### config.mk
export PLATFORM = sky130hd
export DESIGN_NAME = srsd_datapath
export DESIGN_NICKNAME = d
export VERILOG_FILES = /design/src/verilog/srsd_pkg.sv /design/src/verilog/srsd_datapath.sv /design/src/verilog/srsd_shifter.sv
export SDC_FILE = /design/constraint.sdc
export NUM_CORES = 1
export LEC_CHECK = 0
export ABC_AREA = 1
export BUFFER_PORTS_ARGS = -buffer_cell sky130_fd_sc_hd__buf_2
export CAP_MARGIN = 15
export CORE_ASPECT_RATIO = 0.9
export CORE_MARGIN = 2
export CORE_UTILIZATION = 31
export CTS_BUF_LIST = sky130_fd_sc_hd__clkbuf_8 sky130_fd_sc_hd__clkbuf_16
export DETAILED_ROUTE_END_ITERATION = 10
export GPL_TIMING_DRIVEN = 1
export HOLD_SLACK_MARGIN = 0.05
export PLACE_DENSITY_LB_ADDON = 0.12
export SKIP_CTS_REPAIR_TIMING = 1
export SLEW_MARGIN = 20
export SYNTH_ARGS = -nofsm -noshare
export SYNTH_HDL_FRONTEND = slang
export SYNTH_SLANG_ARGS = --single-unit
### constraint.sdc
create_clock -name ref_clk -period 2.1 [get_ports ref_clk]
set_input_delay 0.315 -clock ref_clk [delete_from_list [all_inputs] [get_ports ref_clk]]
set_output_delay 0.315 -clock ref_clk [all_outputs]
set_load 0.01 [all_outputs]
### src/verilog/srsd_pkg.sv
// Package of encodings and field positions for the shift-right and subtract datapath
package srsd_pkg;
    // =========================================
    // Instruction fields
    localparam int unsigned OPC_MSB = 31;
    localparam int unsigned OPC_LSB = 26;
    localparam int unsigned FUNCT_MSB = 5;
    localparam int unsigned FUNCT_LSB = 0;
    localparam int unsigned SA_MSB = 10;
    localparam int unsigned SA_LSB = 6;
    localparam int unsigned AMT_W = 5;
    localparam logic [5:0] REGISTER_FORMAT_OPCODE = 6'h00;
    // =========================================
    // Function codes
    typedef enum logic [5:0] {
        SRSD_FN_SRA = 6'h03,
        SRSD_FN_LSR_IMM = 6'h02,
        SRSD_FN_ASR_REG = 6'h07,
        SRSD_FN_LSR_REG = 6'h06,
        SRSD_FN_SUB_TRAP = 6'h22,
        SRSD_FN_SUB_NOTRAP = 6'h23
    } srsd_funct_e;
    // =========================================
    // Reset values
    localparam logic [63:0] RESULT_RST = 64'h0;
    localparam logic [4:0] INDEX_RST = 5'h00;
endpackage

### src/verilog/srsd_datapath.sv
// Shift-right and 32-bit subtract execution slice with overflow trap
//
// Function
// - Arithmetic right shift fills vacated high bits with copies of source bit 31.
// - Logical right shifts, immediate or register amount, fill vacated high bits with zeros.
// - Variable shifts use only low five bits of the amount register.
// - In 64-bit mode results are 32-bit words sign-extended from bit 31.
// - Operands not properly sign-extended give undefined results.
// - Subtract gives first source minus second source, 32-bit two's complement.
// - Trapping subtract raises overflow when carries out of bits 30 and 31 differ.
// - On overflow the register write is suppressed.
// - Non-trapping subtract gives the same result and never raises overflow.
`timescale 1ns/1ps
module srsd_datapath
    import srsd_pkg::*;
(
    // Clock and reset
    input wire logic ref_clk,
    input wire logic rst,
    // Issue
    input wire logic issue_valid,
    input wire logic [31:0] instr,
    input wire logic mode64,
    input wire logic [63:0] first_source_reg,
    input wire logic [63:0] second_source_reg,
    input wire logic [4:0] dest_index,
    // Write-back
    output logic wb_valid,
    output logic wb_we,
    output logic [4:0] wb_index,
    output logic [63:0] wb_data,
    output logic overflow_exc,
    output logic unsupported
);
    import srsd_pkg::*;

    // =========================================
    // Decode
    function automatic logic is_ours(input logic [31:0] i);
        logic [5:0] f;
        f = i[FUNCT_MSB:FUNCT_LSB];
        is_ours = (i[OPC_MSB:OPC_LSB] == REGISTER_FORMAT_OPCODE) &&
            (f == SRSD_FN_SRA || f == SRSD_FN_LSR_IMM || f == SRSD_FN_ASR_REG ||
             f == SRSD_FN_LSR_REG || f == SRSD_FN_SUB_TRAP || f == SRSD_FN_SUB_NOTRAP);
    endfunction

    logic [5:0] funct;
    logic hit;
    logic by_reg;
    logic arith;
    logic is_sub;
    logic [AMT_W-1:0] amount;
    logic [31:0] shifted;
    logic [32:0] diff;
    logic c30;
    logic c31;
    logic ovf;
    logic [31:0] word;
    logic [63:0] result_next;

    always_comb begin
        funct = instr[FUNCT_MSB:FUNCT_LSB];
        hit = is_ours(instr);
        by_reg = (funct == SRSD_FN_ASR_REG) || (funct == SRSD_FN_LSR_REG);
        arith = (funct == SRSD_FN_SRA) || (funct == SRSD_FN_ASR_REG);
        is_sub = (funct == SRSD_FN_SUB_TRAP) || (funct == SRSD_FN_SUB_NOTRAP);
        amount = by_reg ? first_source_reg[AMT_W-1:0] : instr[SA_MSB:SA_LSB];
    end

    srsd_shifter #(
        .WIDTH(32)
    ) u_shift (
        .src(second_source_reg[31:0]),
        .amount(amount),
        .arith(arith),
        .shifted(shifted)
    );

    // =========================================
    // Subtract and overflow
    always_comb begin
        diff = {1'b0, first_source_reg[31:0]} + {1'b0, ~second_source_reg[31:0]} + 33'h1;
        c30 = first_source_reg[31] ^ ~second_source_reg[31] ^ diff[31];
        c31 = diff[32];
        ovf = (funct == SRSD_FN_SUB_TRAP) && (c30 != c31);
        word = is_sub ? diff[31:0] : shifted;
        // Upper half follows bit 31 in 64-bit mode, else zero
        result_next = {(mode64 ? {32{word[31]}} : 32'h0), word};
    end

    // =========================================
    // Write-back stage
    always_ff @(posedge ref_clk) begin
        if (rst) begin
            wb_valid <= 1'b0;
            wb_we <= 1'b0;
            overflow_exc <= 1'b0;
            unsupported <= 1'b0;
        end else begin
            wb_valid <= issue_valid;
            wb_we <= issue_valid && hit && !ovf;
            overflow_exc <= issue_valid && hit && ovf;
            unsupported <= issue_valid && !hit;
        end
    end

    always_ff @(posedge ref_clk) begin
        if (rst) begin
            wb_data <= RESULT_RST;
            wb_index <= INDEX_RST;
        end else if (issue_valid) begin
            wb_data <= result_next;
            wb_index <= dest_index;
        end
    end

    // =========================================
    // Checks
    property p_arith_fill;
        @(posedge ref_clk) disable iff (rst)
        (issue_valid && hit && arith && mode64 && second_source_reg[31] && amount != 5'h00)
            |=> wb_data[31];
    endproperty
    a_arith_fill: assert property (p_arith_fill) else $error("arith shift lost sign fill");

    property p_logic_fill;
        @(posedge ref_clk) disable iff (rst)
        (issue_valid && hit && !arith && !is_sub && amount != 5'h00) |=> !wb_data[31];
    endproperty
    a_logic_fill: assert property (p_logic_fill) else $error("logical shift fill not zero");

    property p_amount_low;
        @(posedge ref_clk) disable iff (rst)
        (issue_valid && hit && by_reg && first_source_reg[4:0] == 5'h00)
            |=> wb_data[31:0] == $past(second_source_reg[31:0]);
    endproperty
    a_amount_low: assert property (p_amount_low) else $error("upper amount bits used");

    property p_sext;
        @(posedge ref_clk) disable iff (rst)
        (issue_valid && mode64) |=> wb_data[63:32] == {32{wb_data[31]}};
    endproperty
    a_sext: assert property (p_sext) else $error("result not sign-extended");

    property p_sub_value;
        @(posedge ref_clk) disable iff (rst)
        (issue_valid && hit && is_sub)
            |=> wb_data[31:0] == $past(first_source_reg[31:0]) - $past(second_source_reg[31:0]);
    endproperty
    a_sub_value: assert property (p_sub_value) else $error("wrong difference");

    property p_ovf;
        @(posedge ref_clk) disable iff (rst)
        (issue_valid && hit && funct == SRSD_FN_SUB_TRAP &&
         first_source_reg[31] != second_source_reg[31] && diff[31] != first_source_reg[31])
            |=> overflow_exc;
    endproperty
    a_ovf: assert property (p_ovf) else $error("overflow not raised");

    property p_no_write;
        @(posedge ref_clk) disable iff (rst)
        overflow_exc |-> !wb_we;
    endproperty
    a_no_write: assert property (p_no_write) else $error("write on overflow");

    property p_notrap;
        @(posedge ref_clk) disable iff (rst)
        (issue_valid && hit && funct == SRSD_FN_SUB_NOTRAP) |=> !overflow_exc && wb_we;
    endproperty
    a_notrap: assert property (p_notrap) else $error("non-trapping subtract trapped");

    property p_decode;
        @(posedge ref_clk) disable iff (rst)
        (issue_valid && instr[OPC_MSB:OPC_LSB] != REGISTER_FORMAT_OPCODE) |=> unsupported && !wb_we;
    endproperty
    a_decode: assert property (p_decode) else $error("foreign opcode accepted");

    property p_lsr_imm_value;
        @(posedge ref_clk) disable iff (rst)
        (issue_valid && hit && funct == SRSD_FN_LSR_IMM)
            |=> wb_data[31:0] == ($past(second_source_reg[31:0]) >> $past(instr[SA_MSB:SA_LSB]));
    endproperty
    a_lsr_imm_value: assert property (p_lsr_imm_value) else $error("wrong logical shift by field");

    property p_lsr_reg_value;
        @(posedge ref_clk) disable iff (rst)
        (issue_valid && hit && funct == SRSD_FN_LSR_REG)
            |=> wb_data[31:0] == ($past(second_source_reg[31:0]) >> $past(first_source_reg[4:0]));
    endproperty
    a_lsr_reg_value: assert property (p_lsr_reg_value) else $error("wrong logical shift by register");

    property p_asr_reg_neg;
        @(posedge ref_clk) disable iff (rst)
        (issue_valid && hit && funct == SRSD_FN_ASR_REG && second_source_reg[31])
            |=> wb_data[31:0] == ~(~$past(second_source_reg[31:0]) >> $past(first_source_reg[4:0]));
    endproperty
    a_asr_reg_neg: assert property (p_asr_reg_neg) else $error("wrong arithmetic shift by register");

    property p_upper_zero;
        @(posedge ref_clk) disable iff (rst)
        (issue_valid && !mode64) |=> wb_data[63:32] == 32'h0;
    endproperty
    a_upper_zero: assert property (p_upper_zero) else $error("upper half not cleared");

    property p_trap_only;
        @(posedge ref_clk) disable iff (rst)
        (issue_valid && funct != SRSD_FN_SUB_TRAP) |=> !overflow_exc;
    endproperty
    a_trap_only: assert property (p_trap_only) else $error("overflow from other operation");

    property p_no_ovf;
        @(posedge ref_clk) disable iff (rst)
        (issue_valid && hit && funct == SRSD_FN_SUB_TRAP && first_source_reg[31] == second_source_reg[31])
            |=> !overflow_exc && wb_we;
    endproperty
    a_no_ovf: assert property (p_no_ovf) else $error("overflow on like signs");

    property p_index;
        @(posedge ref_clk) disable iff (rst)
        issue_valid |=> wb_valid && wb_index == $past(dest_index);
    endproperty
    a_index: assert property (p_index) else $error("destination not passed on");

    property p_unsup;
        @(posedge ref_clk) disable iff (rst)
        (issue_valid && !hit) |=> unsupported && !wb_we && !overflow_exc;
    endproperty
    a_unsup: assert property (p_unsup) else $error("unknown function written");

    property p_quiet;
        @(posedge ref_clk) disable iff (rst)
        !issue_valid |=> !wb_valid && !wb_we && !overflow_exc && !unsupported;
    endproperty
    a_quiet: assert property (p_quiet) else $error("write-back without issue");
endmodule // srsd_datapath

### src/verilog/srsd_shifter.sv
// Right shifter of a 32-bit word with selectable fill
`timescale 1ns/1ps
module srsd_shifter #(
    parameter int unsigned WIDTH = 32
) (
    // Operand
    input wire logic [WIDTH-1:0] src,
    input wire logic [$clog2(WIDTH)-1:0] amount,
    input wire logic arith,
    // Result
    output logic [WIDTH-1:0] shifted
);
    // Amount port codes map one-to-one onto shift distances 0 to WIDTH-1 only for power-of-two widths
    if (WIDTH < 2 || (WIDTH & (WIDTH - 1)) != 0) begin : g_bad_width
        $error("srsd_shifter: WIDTH must be a power of two");
    end
    logic fill;
    logic [2*WIDTH-1:0] ext;
    always_comb begin
        fill = arith & src[WIDTH-1];
        ext = {{WIDTH{fill}}, src} >> amount;
        shifted = ext[WIDTH-1:0];
    end
endmodule // srsd_shifter
; Yosys cells after proc, flatten, opt, wreduce, memory -nomap -nowiden
; Cells that the tools add are included.
[word_totals]
regBits = 73
input_bits = 169
output_inout_bits = 73
elab_cells = 41
[op_classes]
addsub = 2
eq_ne = 7
n_shift = 1
mux = 3
n_bitwise = 5
n_reduce_logical = 17
[ops]
columns = cell, n
row1 = $mux W32, 2
row2 = $shr A64 B5 Y32, 1
row3 = $add A32 B32 Y33, 1
row4 = $add A33 B1 Y33 const B, 1
row5 = $not A32 Y32, 1
row6 = $eq A6 B2 Y1 const B, 2
row7 = $eq A6 B3 Y1 const B, 2
row8 = $eq A6 B6 Y1 const B, 2
row9 = $logic_or A1 B1 Y1, 8
row10 = $logic_and A1 B1 Y1, 6
row11 = $logic_not A6 Y1, 1
row12 = $mux W5, 1
row13 = $logic_not A1 Y1, 2
row14 = $xor A1 B1 Y1, 2
row15 = $and A1 B1 Y1, 1
row16 = $ne A1 B1 Y1, 1
row17 = $not A1 Y1, 1

; Logic depth before layout (Yosys ltp)
; Gate-level depths: netlist (run 1).
[depth]
depth_word = 9
mapped_depth = 17
ltp_nobuf = 17

; Modules after synthesis
; Synthesis (run 1) repeated with hierarchy kept, for this count alone.
[hier_totals]
cells_unflattened = 1133
hier_area_um2 = 6228.5
[by_module_without_submodules]
columns = mod, n_inst, cells_per_inst, area_each_um2, seq_area_each_um2
row1 = srsd_datapath, 1, 760, 4536.9, 840.8
row2 = srsd_shifter, 1, 373, 1691.6, 0.0

; Worst setup path before layout (run 1)
; OpenSTA, ideal clock, no wires.
[synth_path]
path_type = input to register
from = input port first_source_reg[0]
to = register wb_data[18]
setup_time_ns = 0.117
t_arrival_ns = 1.865
required_time_ns = 1.983
path_slack_ns = 0.118
stages = 17
n_path_buf = 0
cell_sequence = inv_1 -> ha_1 -> inv_1 -> fa_1 -> nand2_1 -> a21oi_1 -> nand3_1 -> nand2_1 -> nand2_1 -> nand2_1 -> nand2_1 -> nand2_1 -> nand2_1 -> nand2_1 -> o21ai_0 -> a21oi_1 -> nor2_1
[synth_via]
elab_chain_cells = 3
word_cells_on_any_way = 5
cone_classes = add/sub (2) / shift (1) / mux (2)
[synth_lines]
columns = item, line
row1 = from (decl), srsd_datapath.sv:24  ; input wire logic [63:0] first_source_reg,
row2 = $add A32 B32 Y33 / $mux W5 (equally long branches), "srsd_datapath.sv:82, srsd_datapath.sv:67"
row3 = $add A33 B1 Y33 / $shr A64 B5 Y32 (equally long branches), "srsd_datapath.sv:82, srsd_shifter.sv:21"
row4 = $mux W32 (*), srsd_datapath.sv:86  ; word = is_sub ? diff[31:0] : shifted;
row5 = to (signal assigned), srsd_datapath.sv:112  ; wb_data <= result_next;
row6 = to (decl), srsd_datapath.sv:31  ; output logic [63:0] wb_data,
; Every way passes the cells marked *; elsewhere a longest branch is shown, timed or not.
; A chain may end at the register's enable or synchronous reset.

; Worst setup path after layout (run 1)
[layout_path]
from = input port second_source_reg[12]
to = register wb_data[23]
[layout_via]
elab_chain_cells = 4
word_cells_on_any_way = 5
cone_classes = add/sub (2) / shift (1) / mux (1) / bitwise (1)
[layout_lines]
columns = item, line
row1 = from (decl), srsd_datapath.sv:25  ; input wire logic [63:0] second_source_reg,
row2 = $not A32 Y32, srsd_datapath.sv:82  ; diff = {1'b0, first_source_reg[31:0]} + {1'b0, ~second_source_reg[31:0]} + 33'h1;
row3 = $add A32 B32 Y33, srsd_datapath.sv:82
row4 = $add A33 B1 Y33, srsd_datapath.sv:82
row5 = $mux W32 (*), srsd_datapath.sv:86
; Marks and branches as above.

==> flow_summary.rst, run 1 <==
.. list-table::
   :header-rows: 1

   * - Metric
     - Value
   * - FMAX
     - 494 MHz
   * - Total cell area at the placement stage
     - 8300 sq um
   * - Unrepaired setup endpoints after global routing
     - yes
   * - Post-synthesis cell type count
     - 46
   * - Share of total power consumed by net switching
     - 0.410
   * - Worst-case vdd ir drop
     - 0.000312 V
   * - EDFF count, synth
     - 0
   * - Post-synthesis area per instance
     - 5.49 sq um
   * - Relative slew slack
     - 0.551
   * - Part of the total power dissipated in combinational logic
     - 0.547
   * - Clock power share
     - 0.215
   * - Count of synthesis-stage warnings from yosys
     - 0
   * - Synthesis-stage register bit count
     - 42
   * - Slowest-stage cell, CP
     - ha_4
   * - Area of the mapped netlist
     - 6250 sq um
   * - Number of max-slew violations in the final report
     - 0
   * - Synth Flop Type
     - dfxtp_1
   * - Core area
     - 19,900 sq um
   * - Worst reg-to-reg path cell count
     - 2
   * - Number of nets produced by synthesis
     - 1,340
   * - Worst Tran Pin Value
     - 0.672 ns
   * - Internal portion of total power
     - 2.19 mW
   * - Worst Hold Launch
     - dest_index[1]
   * - Hold Crit Endpoint
     - wb_index[1]$_SDFFE_PP0P_
   * - Nets@finish
     - 1,615
   * - Highest cell delay on the worst timing path
     - 0.31 ns
   * - Wire length of the first global-routing pass
     - 40,600 um
   * - Total vias in the final route
     - 8,319
   * - Overall die area
     - 21,300 sq um
   * - Area growth from synthesis to final layout
     - 39.8%
   * - Gate count of the mapped netlist
     - 1,138
   * - TritonCTS Sinks
     - 42
   * - Antenna Nets Post-Route
     - 0
   * - Data required, critical path
     - 2.28 ns
   * - Share of flip-flops with an asynchronous set or reset after synthesis
     - 0
   * - Hold slack final
     - 0.250 ns
   * - Number of hold violations in the final report
     - 0
   * - Final setup fails
     - 0
   * - Die Y
     - 139 um
   * - Initial standard-cell utilization of the core
     - 0.315
   * - Min-Delay Path Class
     - in -> reg
   * - Die width
     - 154 um
   * - Via count of the first global-routing pass
     - 7,693
   * - Via density per instance
     - 4.98
   * - Number of primary I/O pins
     - 242
   * - Initial drt markers
     - 634
   * - Maximum number of pins on one net before global-route repair
     - 34
   * - Detail-routed net length per standard cell
     - 15.8 um
   * - Final critical delay including setup and external delays
     - 2.02 ns
   * - DRC violation count after routing
     - 0
   * - Summed negative setup slack over all endpoints
     - 0 ns
   * - Row cnt
     - 49
   * - Total congestion overflow after global routing
     - 0
   * - Share of post-route cells with drive strength above 1
     - 0.310
   * - Hold Path Depth
     - 3
   * - H-Tree Depth
     - 2
   * - Power Dens Cells
     - 425 nW/um^2
   * - PortBufs
     - 162
   * - Final non-filler cell area
     - 8740 sq um
   * - Switching power
     - 1.52 mW
   * - Source of the worst register-to-register timing path
     - wb_data[62]$_SDFFE_PP0P_
   * - Leak
     - 4.75 nW
   * - Antenna diodes
     - 0
   * - Number of violations of the max-capacitance limit
     - 0
   * - Cell occurring most often along the worst timing path
     - buf_4
   * - Endpoint class of the critical path
     - flip-flop
   * - Critical Path Fanout Max
     - 3
   * - Clock tree from TritonCTS
     - built
   * - Minimum setup slack among reg-to-reg paths
     - 1.03 ns
   * - Share of the yosys chip area belonging to registers
     - 0.135
   * - Drt pass-1 iters
     - 5
   * - Final Wtd Congestion
     - 0.965
   * - Clk slew on worst S/H paths
     - 0.07 ns
   * - Outcome
     - completed
   * - Clock skew
     - 0 ns
   * - Worst R2R End
     - wb_data[62]$_SDFFE_PP0P_
   * - CTS root buffer
     - clkbuf_16
   * - Maximum root-to-sink buffer count
     - 2
   * - Arrival time reported for the critical path endpoint
     - 2.20 ns
   * - Antenna violations before repair
     - 0
   * - Post-Route WL
     - 26,400 um
   * - TritonCTS Buffers
     - 5
   * - Overall global routing resource usage
     - 0.238
   * - Cell breakdown of the critical path
     - buf_2, inv_1, ha_4, nand2_2, nor2_2, buf_4, a21oi_1, buf_4, buf_4, or2_2, nand3_1, nand2_1, nand3_2, nand2_1, inv_1, a21oi_1
   * - Path type of the worst setup path
     - in -> reg
   * - Startpoint type of the worst setup path
     - input pin
   * - Final HPWL DP
     - 22,100 um
   * - Filler Cell Count
     - 2,277
   * - Sequential cell fraction of total power
     - 0.238
   * - Period utilization
     - 0.963
   * - Latest clock arrival within the worst-skew pair
     - 0.28 ns
[cells in the final DEF (no fill, tap or decap), drive strengths merged, types with 3 or more instances in the layout]
master,n
inv,118
buf,348
o21ai,66
dfxtp,42
ha,32
nor4,3
nand3,251
clkbuf,6
or2,4
a21oi,70
clkinv,3
nor2,93
nand2,329
a31oi,5
nor3,5
o21bai,4
a21boi,3
xor2,3
nand3b,6
o21a,3
nand4,11
[synthesized netlist by cell type, types with 2 or more instances]
master | number | area [sq um]
buf_2 | 17 | 85.1
nor2_1 | 91 | 342
buf_4 | 37 | 278
or2_2 | 2 | 12.5
dfxtp_1 | 42 | 841
nand3b_1 | 6 | 45.0
o21a_1 | 3 | 22.5
nand4_1 | 10 | 62.6
nor2_4 | 2 | 22.5
nand2_2 | 8 | 50.1
nand2_4 | 3 | 33.8
nor4_1 | 2 | 12.5
nand2_1 | 318 | 1190
a21o_1 | 2 | 15.0
xor2_1 | 3 | 26.3
clkinv_4 | 2 | 17.5
a21boi_0 | 3 | 22.5
inv_1 | 113 | 424
clkbuf_1 | 18 | 67.6
nand3_1 | 248 | 1240
ha_1 | 32 | 400
nand3_2 | 2 | 20.0
o21ai_0 | 62 | 310
inv_2 | 5 | 18.8
o21bai_1 | 4 | 30.0
nor3_1 | 4 | 20.0
buf_6 | 6 | 67.6
o21ai_4 | 2 | 32.5
a31oi_1 | 5 | 31.3
a21oi_1 | 70 | 350
[routing by layer]
metal  vias to the layer above  wire, um  GRT usage
li1                       4289         -          -
met3                        36      1340     0.0231
met5                         -         0          0
met2                       261     11800      0.384
met1                      3733     12500      0.339
met4                         0       809     0.0642
[cells by family (layout without fill, tap and decap cells)]
| group | count (synthesis) | count (layout) | synth area share |
|---|---|---|---|
| AND/OR/NAND/NOR | 706 | 706 | 0.504 |
| buffers and inverters | 200 | 476 | 0.156 |
| AO/OA/AOI/OAI | 153 | 153 | 0.133 |
| flip-flops | 42 | 42 | 0.135 |
| adder cells (fa/ha/maj) | 33 | 33 | 0.0673 |
| XOR/XNOR | 4 | 4 | 0.00561 |
[worst max-delay path, delay by kind of cell]
family                     cells  cell delay [ns]
AOI/OAI and AO/OA              2             0.13
adders and majority gates      1             0.31
buffers and inverters          6             0.65
and+or+nand+nor                7             0.80
[area by class of cell]
class                   instances  area, sq um  area share
multi-input cells             896         4700       0.538
flip-flops and latches         42          841      0.0962
inverters                     120          460      0.0527
repair buffers                348         2270       0.260
well taps                     255          319      0.0365
clock buffers                   6          139      0.0159
clock inverters                 2         12.5     0.00143
[registers in the layout, summed over array words and instances, names as in the netlist]
register      flops
wb_data          33
wb_index          5
unsupported       1
overflow_exc      1
wb_we             1
wb_valid          1
[power groups by stage]
stage	logic, mW	registers (mW)	clock network, mW
after floorplan	1.04	0.925	0
after global placement	1.91	0.901	0
after detailed placement	1.91	0.900	0
after CTS	1.92	0.883	0.811
after global routing	2.24	0.888	0.860
final	2.03	0.882	0.798
[worst max-delay path by stage]
stage / cells past startpoint / from / end
2_1_floorplan: 17 / first_source_reg[0] / wb_data[18]$_SDFFE_PP0P_
3_3_place_gp: 19 / first_source_reg[0] / wb_data[22]$_SDFFE_PP0P_
3_5_place_dp: 19 / first_source_reg[0] / wb_data[22]$_SDFFE_PP0P_
4_1_cts: 19 / first_source_reg[0] / wb_data[22]$_SDFFE_PP0P_
5_1_grt: 15 / second_source_reg[12] / wb_data[23]$_SDFFE_PP0P_
6_report: 16 / second_source_reg[12] / wb_data[23]$_SDFFE_PP0P_
[stage by stage]
stage               utilization  setup WS, ns  power (mW)  cells
floorplan                     -         0.118        1.96   1138
global placement          0.418        -0.404        2.81   1657
detailed placement        0.418        -0.454        2.81   1657
CTS                       0.425        -0.154        3.61   1665
global route              0.440       -0.0246        3.99   1669
finish                    0.440        0.0772        3.71   1669
(Power assumes the default switching activity.)
==> run 2, diff against run 1 <==
--- a/config.mk
+++ b/config.mk
@@ -16,6 +16,7 @@
 export GPL_TIMING_DRIVEN = 1
 export HOLD_SLACK_MARGIN = 0.05
 export PLACE_DENSITY_LB_ADDON = 0.12
+export SETUP_SLACK_MARGIN = 0.3
 export SKIP_CTS_REPAIR_TIMING = 1
 export SLEW_MARGIN = 20
 export SYNTH_ARGS = -nofsm -noshare
==> run 2 against run 1 <==
Compared with the run above: worst setup slack better by 0.076 ns; non-clock buffer count is 27 higher; critical path depth is 1 lower; first-iteration DRC count is 6.6% lower; clock power is 9.5% higher; worst hold slack better by 0.0060 ns; register-to-register slack better by 0.25 ns; critical endpoint is now wb_data[7]$_SDFFE_PP0P_; largest cell class unchanged.
==> flow_summary.rst, run 2 (synthesized netlist as in run 1, its figures left out) <==
.. list-table::
   :header-rows: 1

   * - Metric
     - Value
   * - Overall die area
     - 21,300 sq um (unchanged)
   * - Worst Tran Pin Value
     - 0.513 ns (was 0.672 ns)
   * - Overall global routing resource usage
     - 0.254 (was 0.238)
   * - Maximum number of pins on one net before global-route repair
     - 34 (unchanged)
   * - Endpoint class of the critical path
     - flip-flop (unchanged)
   * - Die width
     - 154 um (unchanged)
   * - Worst-case vdd ir drop
     - 0.000362 V (was 0.000312 V)
   * - Data required, critical path
     - 2.32 ns (was 2.28 ns)
   * - Clk slew on worst S/H paths
     - 0.06 ns (was 0.07 ns)
   * - Final HPWL DP
     - 23,200 um (was 22,100 um)
   * - Relative slew slack
     - 0.654 (was 0.551)
   * - Clock skew
     - 0 ns (unchanged)
   * - Post-Route WL
     - 30,500 um (was 26,400 um)
   * - Wire length of the first global-routing pass
     - 42,900 um (was 40,600 um)
   * - Area growth from synthesis to final layout
     - 69.8% (was 39.8%)
   * - Period utilization
     - 0.927 (was 0.963)
   * - H-Tree Depth
     - 2 (unchanged)
   * - Die Y
     - 139 um (unchanged)
   * - Number of max-slew violations in the final report
     - 0 (unchanged)
   * - Post-route core utilization
     - 0.534 (was 0.440)
   * - Total congestion overflow after global routing
     - 0 (unchanged)
   * - Slowest-stage cell, CP
     - o21ai_4 (was ha_4)
   * - Worst setup margin
     - 0.153 ns (was 0.0772 ns)
   * - Final setup fails
     - 0 (unchanged)
   * - DRC violation count after routing
     - 0 (unchanged)
   * - Detail-routed net length per standard cell
     - 18.0 um (was 15.8 um)
   * - Arrival time reported for the critical path endpoint
     - 2.17 ns (was 2.20 ns)
   * - Unrepaired setup endpoints after global routing
     - yes (unchanged)
   * - Cell breakdown of the critical path
     - buf_12, clkinv_8, nor2_4, nand3_4, clkinv_4, buf_12, o21ai_4, clkinv_4, buf_6, buf_4, nand3_1, nand3_1, nand3_1, nand3_2, a21oi_2 (was buf_2, inv_1, ha_4, nand2_2, nor2_2, buf_4, a21oi_1, buf_4, buf_4, or2_2, nand3_1, nand2_1, nand3_2, nand2_1, inv_1, a21oi_1)
   * - Initial drt markers
     - 592 (was 634)
   * - Clock tree from TritonCTS
     - built (unchanged)
   * - Core area
     - 19,900 sq um (unchanged)
   * - Leading cell type in the layout, fill and taps excluded
     - nand2_1 (unchanged)
   * - Row cnt
     - 49 (unchanged)
   * - Nets@finish
     - 1,644 (was 1,615)
   * - Cell occurring most often along the worst timing path
     - nand3_1 (was buf_4)
   * - Share of post-route cells with drive strength above 1
     - 0.495 (was 0.310)
   * - Pre-CTS WS
     - -0.211 ns (was -0.454 ns)
   * - Placed Cells
     - 1,651 (was 1,657)
   * - Power Dens Cells
     - 409 nW/um^2 (was 425 nW/um^2)
   * - TritonCTS Sinks
     - 42 (unchanged)
   * - Leak
     - 5.32 nW (was 4.75 nW)
   * - FMAX
     - 514 MHz (was 494 MHz)
   * - Via density per instance
     - 5.17 (was 4.98)
   * - Number of primary I/O pins
     - 242 (unchanged)
   * - Drt pass-1 iters
     - 6 (was 5)
   * - Antenna violations before repair
     - 0 (unchanged)
   * - Via count of the first global-routing pass
     - 7,903 (was 7,693)
   * - Highest-count cells in the layout ignoring fill and taps
     - nand2_1, buf_4, buf_2, nand3_1, nand3_2 (was nand2_1, nand3_1, buf_4, buf_2, inv_1)
   * - Highest cell delay on the worst timing path
     - 0.24 ns (was 0.31 ns)
   * - Minimum setup slack among reg-to-reg paths
     - 1.28 ns (was 1.03 ns)
   * - Path type of the worst setup path
     - in -> reg (unchanged)
   * - Number of hold violations in the final report
     - 0 (unchanged)
   * - Outcome
     - completed (unchanged)
   * - Antenna Nets Post-Route
     - 0 (unchanged)
   * - Latest clock arrival within the worst-skew pair
     - 0.28 ns (about the same)
   * - Final Wtd Congestion
     - 0.977 (was 0.965)
   * - Total vias in the final route
     - 8,773 (was 8,319)
   * - CTS root buffer
     - clkbuf_16 (unchanged)
   * - Antenna diodes
     - 0 (unchanged)
   * - Startpoint type of the worst setup path
     - input pin (unchanged)
   * - Number of standard cells in the final layout excluding fillers
     - 1,698 (was 1,669)
   * - Number of flip-flops in the largest register
     - 33 (unchanged)
   * - Initial standard-cell utilization of the core
     - 0.315 (unchanged)
   * - Number of violations of the max-capacitance limit
     - 0 (unchanged)
   * - Critical Path Fanout Max
     - 7 (was 3)
   * - Biggest register
     - wb_data (unchanged)
   * - Maximum root-to-sink buffer count
     - 2 (unchanged)
   * - PortBufs
     - 162 (unchanged)
   * - TritonCTS Buffers
     - 5 (unchanged)
   * - Final critical delay including setup and external delays
     - 1.95 ns (was 2.02 ns)
   * - Min-Delay Path Class
     - in -> reg (unchanged)
   * - Top Registers
     - wb_data x33, wb_index x5 (unchanged)
run 2: layer usage:
layer,wire length (um),vias up,global-route usage
li1,-,4348,-
met1,13200,4006,0.347
met2,13800,337,0.414
met3,2040,82,0.0403
met4,1460,0,0.0744
met5,0,-,0
run 2: worst paths after layout:
check / start / endpoint / cells past startpoint
hold / removal: dest_index[1] / wb_index[1]$_SDFFE_PP0P_ / 3
hold reg to reg: wb_data[31]$_SDFFE_PP0P_ / wb_data[31]$_SDFFE_PP0P_ / 2
setup reg to reg: wb_data[62]$_SDFFE_PP0P_ / wb_data[62]$_SDFFE_PP0P_ / 3
setup / recovery: instr[1] / wb_data[7]$_SDFFE_PP0P_ / 15
run 2: where the power goes:
group / leakage [nW] / internal, mW / switching (mW)
registers: 0.348 / 0.854 / 0.0256
logic: 4.89 / 1.11 / 1.48
clock network: 0.0812 / 0.556 / 0.318
run 2: area by class of cell:
class,count,area (sq um)
Sequential cell,42,841
Timing Repair Buffer,375,2720
Tap cell,255,319
Fill cell,2026,9250
Inverter,120,510
Multi-Input combinational cell,898,6060
Clock inverter,3,41.3
Clock buffer,5,125
run 2: stage by stage:
| stage | instance area (sq um) | TNS [ns] | hold slack [ns] | power, mW |
|---|---|---|---|---|
| 6_report | 10600 | 0 | 0.256 | 4.34 |
| 5_1_grt | 10600 | 0 | 0.270 | 4.61 |
| 4_1_cts | 8600 | 0 | 0.247 | 3.76 |
| 3_5_place_dp | 8430 | -5.04 | 0.478 | 2.87 |
| 3_3_place_gp | 8430 | -5.04 | 0.467 | 2.86 |
| 2_1_floorplan | 6430 | 0 | 0.450 | 2.00 |
run 2: worst max-delay path, delay by kind of cell:
kind                   cells  cell delay [ns]
AOI/OAI and AO/OA          2             0.35
buffers and inverters      7             0.79
and+or+nand+nor            6             0.71
